[src/core/escs_cfg.svh]
// constants of the external sample clock select block
// assumes a 250 MHz system clock and word-indexed register offsets
`ifndef ESCS_CFG_SVH
`define ESCS_CFG_SVH

// register indices, byte address is four times the index
`define ESCS_IDX_W           22
`define ESCS_IDX_DIVIDER     22'h004e48
`define ESCS_IDX_SOURCE      22'h004e84
`define ESCS_IDX_TERM        22'h004e98
`define ESCS_IDX_RANGE       22'h004ea2
`define ESCS_IDX_LOWSPEED    22'h0480bc
`define ESCS_IDX_CTRL        22'h004e00
`define ESCS_IDX_STATUS      22'h004e01

// field layout
`define ESCS_DIV_W           11
`define ESCS_RANGE_W         6
`define ESCS_ST_RUNNING      0
`define ESCS_ST_EXTACTIVE    1
`define ESCS_ST_CLKLOST      2
`define ESCS_ST_LOWSPEED     3
`define ESCS_ST_DIV_LSB      16

// speed range codes
`define ESCS_RANGE_SINGLE    6'h00
`define ESCS_RANGE_BURST_S   6'h04
`define ESCS_RANGE_BURST_M   6'h08
`define ESCS_RANGE_BURST_L   6'h10
`define ESCS_RANGE_XL        6'h20

// reset values
`define ESCS_RST_DIVIDER     11'h001
`define ESCS_RST_RANGE       6'h00

// timing: lowest normal external rate is 1 kHz, one period in microseconds
`define ESCS_MIN_EXT_PERIOD_US 1000
`define ESCS_CLK_PERIOD_PS     4000
`define ESCS_LOSS_CYCLES       ((`ESCS_MIN_EXT_PERIOD_US * 1000000) / `ESCS_CLK_PERIOD_PS)

// bus answers
`define ESCS_RESP_OKAY       2'h0
`define ESCS_RESP_SLVERR     2'h2

`endif

[src/core/escs_pkg.sv]
// types of the external sample clock select block
// assumes escs_cfg.svh for all numeric constants
`include "escs_cfg.svh"

package escs_pkg;

    // clock settings as used by one acquisition run
    typedef struct packed {
        logic                     extSel;
        logic                     lowSpeed;
        logic [`ESCS_RANGE_W-1:0] rangeCode;
        logic [`ESCS_DIV_W-1:0]   divisor;
    } escs_clk_cfg_type;

endpackage : escs_pkg

[src/core/escs_top.sv]
// external sample clock select: register slave, divider, source mux, clock watchdog
// assumes an AXI4-Lite master on clk and an external clock pin asynchronous to clk
//
// The AXI4-Lite interface to the registers was chosen for this implementation.
`include "escs_cfg.svh"

// How it works
// - a one in the source select register makes the external connector the sample clock source, zero the internal clock.
// - the termination register switches on the 50 Ohm load only while the connector is an input.
// - the range register holds only one of the five range codes, burst M being 8 and XL 32.
// - software picks the range code from the enabled channels and the mode.
// - the external clock is divided by one of the listed fixed factors to form the sample clock.
// - the low speed mode lets the external clock go down to DC.
// - the low speed mode is off after reset.
module escs_top
    import escs_pkg::*;
#(
    parameter int LOSS_CYCLES = `ESCS_LOSS_CYCLES
) (
    // clock and reset
    input  wire logic                       clk,
    input  wire logic                       rstn,
    // AXI4-Lite write address and data
    input  wire logic [23:0]                s_axi_awaddr,
    input  wire logic [2:0]                 s_axi_awprot,
    input  wire logic                       s_axi_awvalid,
    output logic                            s_axi_awready,
    input  wire logic [31:0]                s_axi_wdata,
    input  wire logic [3:0]                 s_axi_wstrb,
    input  wire logic                       s_axi_wvalid,
    output logic                            s_axi_wready,
    // AXI4-Lite write response
    output logic [1:0]                      s_axi_bresp,
    output logic                            s_axi_bvalid,
    input  wire logic                       s_axi_bready,
    // AXI4-Lite read
    input  wire logic [23:0]                s_axi_araddr,
    input  wire logic [2:0]                 s_axi_arprot,
    input  wire logic                       s_axi_arvalid,
    output logic                            s_axi_arready,
    output logic [31:0]                     s_axi_rdata,
    output logic [1:0]                      s_axi_rresp,
    output logic                            s_axi_rvalid,
    input  wire logic                       s_axi_rready,
    // clock connector and internal generator
    input  wire logic                       extClkIn,
    input  wire logic                       clkOutEn,
    input  wire logic                       intSampleTick,
    // to the sampling path and front end
    output logic                            sampleTick,
    output logic                            useExtClk,
    output logic                            termEn,
    output logic [`ESCS_RANGE_W-1:0]        rangeSel,
    output logic                            lowSpeedEn
);

    function automatic logic [31:0] mergeBytes(input logic [31:0] oldV,
                                               input logic [31:0] newV,
                                               input logic [3:0]  strb);
        logic [31:0] res;
        res = oldV;
        for (int b = 0; b < 4; b++) begin
            res[8*b +: 8] = strb[b] ? newV[8*b +: 8] : oldV[8*b +: 8];
        end
        return res;
    endfunction : mergeBytes

    function automatic logic legalDivisor(input logic [31:0] v);
        return v inside {32'h1, 32'h2, 32'h4, 32'h8, 32'ha, 32'h10, 32'h14, 32'h28, 32'h32,
                         32'h50, 32'h64, 32'hc8, 32'h190, 32'h1f4, 32'h320, 32'h3e8, 32'h7d0};
    endfunction : legalDivisor

    function automatic logic legalRange(input logic [31:0] v);
        return (v == {26'h0, `ESCS_RANGE_SINGLE}) || (v == {26'h0, `ESCS_RANGE_BURST_S}) ||
               (v == {26'h0, `ESCS_RANGE_BURST_M}) || (v == {26'h0, `ESCS_RANGE_BURST_L}) ||
               (v == {26'h0, `ESCS_RANGE_XL});
    endfunction : legalRange

    logic                       awHeld_r, wHeld_r, bvalid_r, rvalid_r, wrFire, rdHit, wrHit;
    logic                       term_r, runReq_r, running_r, startPulse;
    logic                       extSync1_r, extSync2_r, extPrev_r, extEdge, divHit;
    logic                       sampleTick_r, termEn_r, clkLost_r;
    logic [`ESCS_IDX_W-1:0]     awIdx_r, arIdx;
    logic [31:0]                wData_r, rdata_r, rdVal, wrVal, oldVal, lossCnt_r;
    logic [3:0]                 wStrb_r;
    logic [1:0]                 bresp_r, rresp_r;
    logic [`ESCS_DIV_W-1:0]     divCnt_r;
    escs_clk_cfg_type           shadow_r, act_r;

    // register decode
    assign wrFire = awHeld_r && wHeld_r && !bvalid_r;
    assign arIdx  = s_axi_araddr[23:2];

    always_comb begin
        oldVal = 32'h0;
        wrHit  = 1'b1;
        unique case (awIdx_r)
            `ESCS_IDX_DIVIDER:  oldVal = {21'h0, shadow_r.divisor};
            `ESCS_IDX_SOURCE:   oldVal = {31'h0, shadow_r.extSel};
            `ESCS_IDX_TERM:     oldVal = {31'h0, term_r};
            `ESCS_IDX_RANGE:    oldVal = {26'h0, shadow_r.rangeCode};
            `ESCS_IDX_LOWSPEED: oldVal = {31'h0, shadow_r.lowSpeed};
            `ESCS_IDX_CTRL:     oldVal = {31'h0, runReq_r};
            `ESCS_IDX_STATUS:   oldVal = 32'h0;
            default:            wrHit  = 1'b0;
        endcase
        wrVal = mergeBytes(oldVal, wData_r, wStrb_r);
    end

    always_comb begin
        rdVal = 32'h0;
        rdHit = 1'b1;
        unique case (arIdx)
            `ESCS_IDX_DIVIDER:  rdVal = {21'h0, shadow_r.divisor};
            `ESCS_IDX_SOURCE:   rdVal = {31'h0, shadow_r.extSel};
            `ESCS_IDX_TERM:     rdVal = {31'h0, term_r};
            `ESCS_IDX_RANGE:    rdVal = {26'h0, shadow_r.rangeCode};
            `ESCS_IDX_LOWSPEED: rdVal = {31'h0, shadow_r.lowSpeed};
            `ESCS_IDX_CTRL:     rdVal = {31'h0, runReq_r};
            `ESCS_IDX_STATUS: begin
                rdVal[`ESCS_ST_RUNNING]   = running_r;
                rdVal[`ESCS_ST_EXTACTIVE] = running_r && act_r.extSel;
                rdVal[`ESCS_ST_CLKLOST]   = clkLost_r;
                rdVal[`ESCS_ST_LOWSPEED]  = act_r.lowSpeed;
                rdVal[`ESCS_ST_DIV_LSB +: `ESCS_DIV_W] = act_r.divisor;
            end
            default:            rdHit = 1'b0;
        endcase
    end

    // write channel: address and data taken in either order
    always_ff @(posedge clk or negedge rstn) begin
        if (!rstn) begin
            awHeld_r <= 1'b0;
            awIdx_r  <= '0;
            wHeld_r  <= 1'b0;
            wData_r  <= 32'h0;
            wStrb_r  <= 4'h0;
            bvalid_r <= 1'b0;
            bresp_r  <= `ESCS_RESP_OKAY;
        end else begin
            if (s_axi_awvalid && s_axi_awready) begin
                awHeld_r <= 1'b1;
                awIdx_r  <= s_axi_awaddr[23:2];
            end
            if (s_axi_wvalid && s_axi_wready) begin
                wHeld_r <= 1'b1;
                wData_r <= s_axi_wdata;
                wStrb_r <= s_axi_wstrb;
            end
            if (wrFire) begin
                awHeld_r <= 1'b0;
                wHeld_r  <= 1'b0;
                bvalid_r <= 1'b1;
                bresp_r  <= wrHit ? `ESCS_RESP_OKAY : `ESCS_RESP_SLVERR;
            end else if (bvalid_r && s_axi_bready) begin
                bvalid_r <= 1'b0;
            end
        end
    end

    // read channel
    always_ff @(posedge clk or negedge rstn) begin
        if (!rstn) begin
            rvalid_r <= 1'b0;
            rdata_r  <= 32'h0;
            rresp_r  <= `ESCS_RESP_OKAY;
        end else if (s_axi_arvalid && s_axi_arready) begin
            rvalid_r <= 1'b1;
            rdata_r  <= rdVal;
            rresp_r  <= rdHit ? `ESCS_RESP_OKAY : `ESCS_RESP_SLVERR;
        end else if (rvalid_r && s_axi_rready) begin
            rvalid_r <= 1'b0;
        end
    end

    assign s_axi_awready = !awHeld_r && !bvalid_r;
    assign s_axi_wready  = !wHeld_r && !bvalid_r;
    assign s_axi_bvalid  = bvalid_r;
    assign s_axi_bresp   = bresp_r;
    assign s_axi_arready = !rvalid_r;
    assign s_axi_rvalid  = rvalid_r;
    assign s_axi_rdata   = rdata_r;
    assign s_axi_rresp   = rresp_r;

    // software settings; illegal divisor or range codes are ignored
    always_ff @(posedge clk or negedge rstn) begin
        if (!rstn) begin
            shadow_r.extSel    <= 1'b0;
            shadow_r.lowSpeed  <= 1'b0;
            shadow_r.rangeCode <= `ESCS_RST_RANGE;
            shadow_r.divisor   <= `ESCS_RST_DIVIDER;
            term_r             <= 1'b0;
            runReq_r           <= 1'b0;
        end else if (wrFire) begin
            unique case (awIdx_r)
                `ESCS_IDX_DIVIDER: begin
                    if (legalDivisor(wrVal)) begin
                        shadow_r.divisor <= wrVal[`ESCS_DIV_W-1:0];
                    end
                end
                `ESCS_IDX_SOURCE:   shadow_r.extSel <= wrVal[0];
                `ESCS_IDX_TERM:     term_r <= wrVal[0];
                `ESCS_IDX_RANGE: begin
                    if (legalRange(wrVal)) begin
                        shadow_r.rangeCode <= wrVal[`ESCS_RANGE_W-1:0];
                    end
                end
                `ESCS_IDX_LOWSPEED: shadow_r.lowSpeed <= wrVal[0];
                `ESCS_IDX_CTRL:     runReq_r <= wrVal[0];
                default: ;
            endcase
        end
    end

    // clock settings take effect only at a start
    assign startPulse = runReq_r && !running_r;

    always_ff @(posedge clk or negedge rstn) begin
        if (!rstn) begin
            running_r <= 1'b0;
            act_r     <= '{1'b0, 1'b0, `ESCS_RST_RANGE, `ESCS_RST_DIVIDER};
        end else begin
            running_r <= runReq_r;
            if (startPulse) begin
                act_r <= shadow_r;
            end
        end
    end

    // external clock pin into the clk domain
    always_ff @(posedge clk or negedge rstn) begin
        if (!rstn) begin
            extSync1_r <= 1'b0;
            extSync2_r <= 1'b0;
            extPrev_r  <= 1'b0;
        end else begin
            extSync1_r <= extClkIn;
            extSync2_r <= extSync1_r;
            extPrev_r  <= extSync2_r;
        end
    end

    assign extEdge = extSync2_r && !extPrev_r;
    assign divHit  = extEdge && (divCnt_r == act_r.divisor - `ESCS_DIV_W'(1));

    // fixed divider on external edges
    always_ff @(posedge clk or negedge rstn) begin
        if (!rstn) begin
            divCnt_r <= '0;
        end else if (!running_r || !act_r.extSel) begin
            divCnt_r <= '0;
        end else if (divHit) begin
            divCnt_r <= '0;
        end else if (extEdge) begin
            divCnt_r <= divCnt_r + `ESCS_DIV_W'(1);
        end
    end

    // source mux and connector termination
    always_ff @(posedge clk or negedge rstn) begin
        if (!rstn) begin
            sampleTick_r <= 1'b0;
            termEn_r     <= 1'b0;
        end else begin
            sampleTick_r <= running_r && (act_r.extSel ? divHit : intSampleTick);
            termEn_r     <= term_r && !clkOutEn;
        end
    end

    // watchdog for a clock slower than the normal minimum; off in low speed mode
    always_ff @(posedge clk or negedge rstn) begin
        if (!rstn) begin
            lossCnt_r <= 32'h0;
            clkLost_r <= 1'b0;
        end else if (startPulse || !running_r || !act_r.extSel || act_r.lowSpeed) begin
            lossCnt_r <= 32'h0;
            clkLost_r <= startPulse ? 1'b0 : clkLost_r;
        end else if (extEdge) begin
            lossCnt_r <= 32'h0;
        end else if (lossCnt_r >= 32'(LOSS_CYCLES - 1)) begin
            clkLost_r <= 1'b1;
        end else begin
            lossCnt_r <= lossCnt_r + 32'h1;
        end
    end

    assign sampleTick = sampleTick_r;
    assign useExtClk  = act_r.extSel;
    assign termEn     = termEn_r;
    assign rangeSel   = act_r.rangeCode;
    assign lowSpeedEn = act_r.lowSpeed;
endmodule : escs_top

[config.mk]
export PLATFORM = sky130hd
export DESIGN_NAME = escs_top
export DESIGN_NICKNAME = d
export VERILOG_FILES = /design/src/core/escs_pkg.sv /design/src/core/escs_top.sv
export VERILOG_INCLUDE_DIRS = /design/src /design/src/core
export SDC_FILE = /design/constraint.sdc
export NUM_CORES = 1
export LEC_CHECK = 0
export BUFFER_PORTS_ARGS = -buffer_cell sky130_fd_sc_hd__buf_2
export CAP_MARGIN = 20
export CORE_MARGIN = 4
export CORE_UTILIZATION = 41
export CTS_BUF_LIST = sky130_fd_sc_hd__clkbuf_16
export CTS_CLUSTER_SIZE = 20
export DETAILED_ROUTE_END_ITERATION = 16
export GPL_TIMING_DRIVEN = 0
export RECOVER_POWER = 50
export SYNTH_ARGS = -nofsm -noshare
export SYNTH_HDL_FRONTEND = slang
export SYNTH_SLANG_ARGS = --single-unit
[constraint.sdc]
create_clock -name clk -period 4.6 [get_ports clk]
set_input_delay 0.69 -clock clk [delete_from_list [all_inputs] [get_ports clk]]
set_output_delay 0.69 -clock clk [all_outputs]
set_load 0.01 [all_outputs]
==> summary.txt <==
Status
  • Outcome: finished, violations left
  • Failing checks: max-capacitance violations, max-slew violations

Hold path
  • Min-delay worst type: in2reg
  • Worst Min Path Start: extClkIn

Logic synthesis
  • Post-synthesis xor/xnor area fraction: 0.0313
  • Synth Area in Adders: 0.00433
  • Synthesis Warnings: 0
  • Synth Flop Type: dfrtp_1
  • Synth top area share: 0.502
  • Syn_area_per_cell: about 11 um2
  • Synth async-reset ratio: 1.00
  • Synth area leader: dfrtp_1
  • Distinct cells, synth: 75
  • Mux cell area share after synthesis: 0.118
  • Top cells by area, synth: dfrtp_1 (50%), mux2_2 (11%), o21ai_0 (3.9%)
  • Seq/Total Area, Yosys: 0.508
  • Simple-gate share of the synthesized area: 0.199
  • EDFF count, synth: 0
  • Synth Area in Compound Gates: 0.102
  • Synthesized area: between 0.008 and 0.009 mm2
  • Cells after Synth: 812
  • Synthesized flop and latch total: 176
  • Largest family of logic cells by synthesized area: simple AND/OR/NAND/NOR gates

STA
  • RSZ-0062 raised after global routing: no
  • Fin Clk Skew: 0.0109 ns
  • Hold Fails Final Rpt: 0
  • Final min period: 3.71 ns
  • Setup ws final: between 0.8 and 0.9 ns
  • F_max: approximately 270 MHz
  • Pins Over Slew Limit: 62
  • Fin Hold WS: 0.360 ns
  • Rel. slew slack: -1.32
  • Final worst-path cycle share: 0.807
  • Pin slew with the least headroom to its limit: between 3 and 4 ns
  • Final setup vio count: 0

Worst setup path
  • Reg2Reg Setup Slack: 0.89 ns
  • Worst Reg2Reg Path Length in Cells: 10
  • Reg2reg end: shadow_r[5]
  • Critical path data arrival time: 4.03 ns
  • Startpoint Class: register
  • Worst Setup EP: shadow_r[5]
  • Crit end category: register
  • Crit Path Max Fanout: 10
  • Kind of critical path: reg2reg
  • Setup crit start: awIdx_r[19]
  • CP required: 4.91 ns
  • Worst r2r src: awIdx_r[19]

Routing
  • Vias per inst: 5.32
  • Drt wl/cell: 16.2 um
  • Pre-antenna DRT Iters: 5
  • ANT nets after route: 0
  • Vias after detailed routing: 6679
  • Residual DRC: 0
  • Initial detailed-routing violation count: 345
  • Final wirelength: 20300 um

Cells and area
  • Layout cells sized above 1: 0.295
  • Post-route cell area: roughly 0.010 mm2
  • Post-layout util: 0.504
  • Area Growth Syn to Fin: 19.2%
  • Nets: 1075
  • ANT cells: 0

GRT
  • Vias in the first global route: around 6700
  • Initial antenna violation count: 0
  • First-pass GRT wire length: 34000 um
  • Largest net degree at the start of global routing: 116
  • Total grt overflow: 0
  • GR Util All Layers: 0.175

Floorplanning
  • Core ar.: 0.0205 mm2
  • Die Span Y: 153 um
  • Die X: roughly 150 um
  • Starting Density: 0.423
  • Num rows: 52
  • Io pins: 151
  • Die area: 0.0236 mm2

Clock tree
  • CTS resizes: 0
  • CTS Buf Count: 17
  • Postcts setup bufs: 0
  • CTS tree: done
  • # H-tree levels: 4
  • CTS clk-pin slew, worst paths: 0.07 ns
  • Post-CTS Hold Buffers: 0
  • Clock sink count: between 150 and 200
  • Clk_lat worst skew: between 0.4 and 0.5 ns
  • Clk buf depth: 2
  • Root Driver: clkbuf_16

Power
  • Static Leak: 4.67 nW
  • Max VDD drop: 0.000269 V
  • Total chip power: 4.63 mW
  • Pwr dens: ~450 mW/mm2

Job
  • Max-cap viol count: 1

Placed design
  • Pre-CTS setup slack: about 0.93 ns
  • Dpl hpwl: roughly 15000 um
  • Port Buffers: 128
  • Post-DP Area: 0.00974 mm2
  • RePlAce Congestion: 0.889
## synth_stat cells, drive strengths merged, types with 3 or more instances
cell and number:
a211oi 3, nor2b 10, a21o 7, buf 26
o2111ai 3, ha 3, xor2 13, nand2b 15
or4 13, or2 4, nand3 29, a21oi 12
and4 3, or3 6, nand4 21, mux2 87
and2 18, nor4b 4, nor2 44, dfrtp 174
a31oi 8, o21ai 67, inv 15, a211o 5
nor3 15, and3 15, mux2i 4, nand2 87
xnor2 18, nor3b 3, clkbuf 23, a222oi 3
nor4 16
## routing by layer
metal  up-vias  wire length, um  track usage
met1      3251             9150        0.231
met3        20             1280       0.0495
met4         0              249       0.0496
li1       3229                -            -
met2       179             9640        0.283
met5         -                0            0
## layout make-up
type	instances	area [um2]
Inverter	15	56.3
Clock inverter	15	181
Timing Repair Buffer	130	677
Fill cell	1920	10200
Sequential cell	176	4410
Buffer	49	265
Tap cell	270	338
Multi-Input combinational cell	583	3990
Clock buffer	17	425
## worst min path at each step
stage | slack [ns] | endpoint | cells past startpoint
final | 0.36 | extSync1_r | 1
after detailed placement | 0.34 | extSync2_r | 0
after floorplan | 0.33 | extSync2_r | 0
after global placement | 0.36 | extSync2_r | 0
after global routing | 0.35 | extSync1_r | 1
after CTS | 0.19 | lossCnt_r[14] | 1
## cells in the final DEF, fill, tap and decap left out, types with 14 or more instances in the layout
cell type	instances
buf_4	19
nand2_1	86
mux2_2	84
clkbuf_1	23
nand4_1	18
nand3_1	29
xnor2_1	18
clkbuf_16	17
inv_1	17
and3_1	15
buf_2	128
and2_1	14
nand2b_1	15
nor2_1	44
dfrtp_1	174
nor3_1	15
o21ai_0	67
## where the power goes
group          internal, mW  total, mW  switching (mW)
Combinational         0.516       1.08           0.561
Clock                 0.864       1.51           0.647
Sequential             1.83       2.05           0.215
Total                  3.21       4.63            1.42
## flip-flops by register name (all words and copies together) (netlist names), 4 cells and up
name and cells:
wData_r 32, wStrb_r 4, act_r 11, s_axi_rdata 22
shadow_r 19, awIdx_r 22, rangeSel 6, lossCnt_r 32
divCnt_r 11
## kinds of logic after synthesis
group                      after synthesis
other                                    1
buffers and inverters                   64
xor gates and xnor gates                31
adders and majority gates                3
and+or+nand+nor                        312
DFF                                    176
muxes                                   91
AOI/OAI and AO/OA                      134
## metrics by stage
step | cells | setup TNS (ns)
after floorplan | 823 | 0
after global routing | 1255 | 0
after detailed placement | 1223 | 0
after global placement | 1221 | -12.36
final | 1255 | 0
after CTS | 1255 | 0
## critical path, cell delays in order (launching register included)
cell	delay [ns]
dfrtp_1	0.41
nor4_4	0.63
nand4_2	0.35
a31oi_1	0.29
o22a_1	0.32
buf_2	0.28
a31oi_1	0.07
a211o_1	0.42
or2_0	0.26
o211ai_2	0.18
mux2_2	0.39
(Power assumes the default switching activity.)
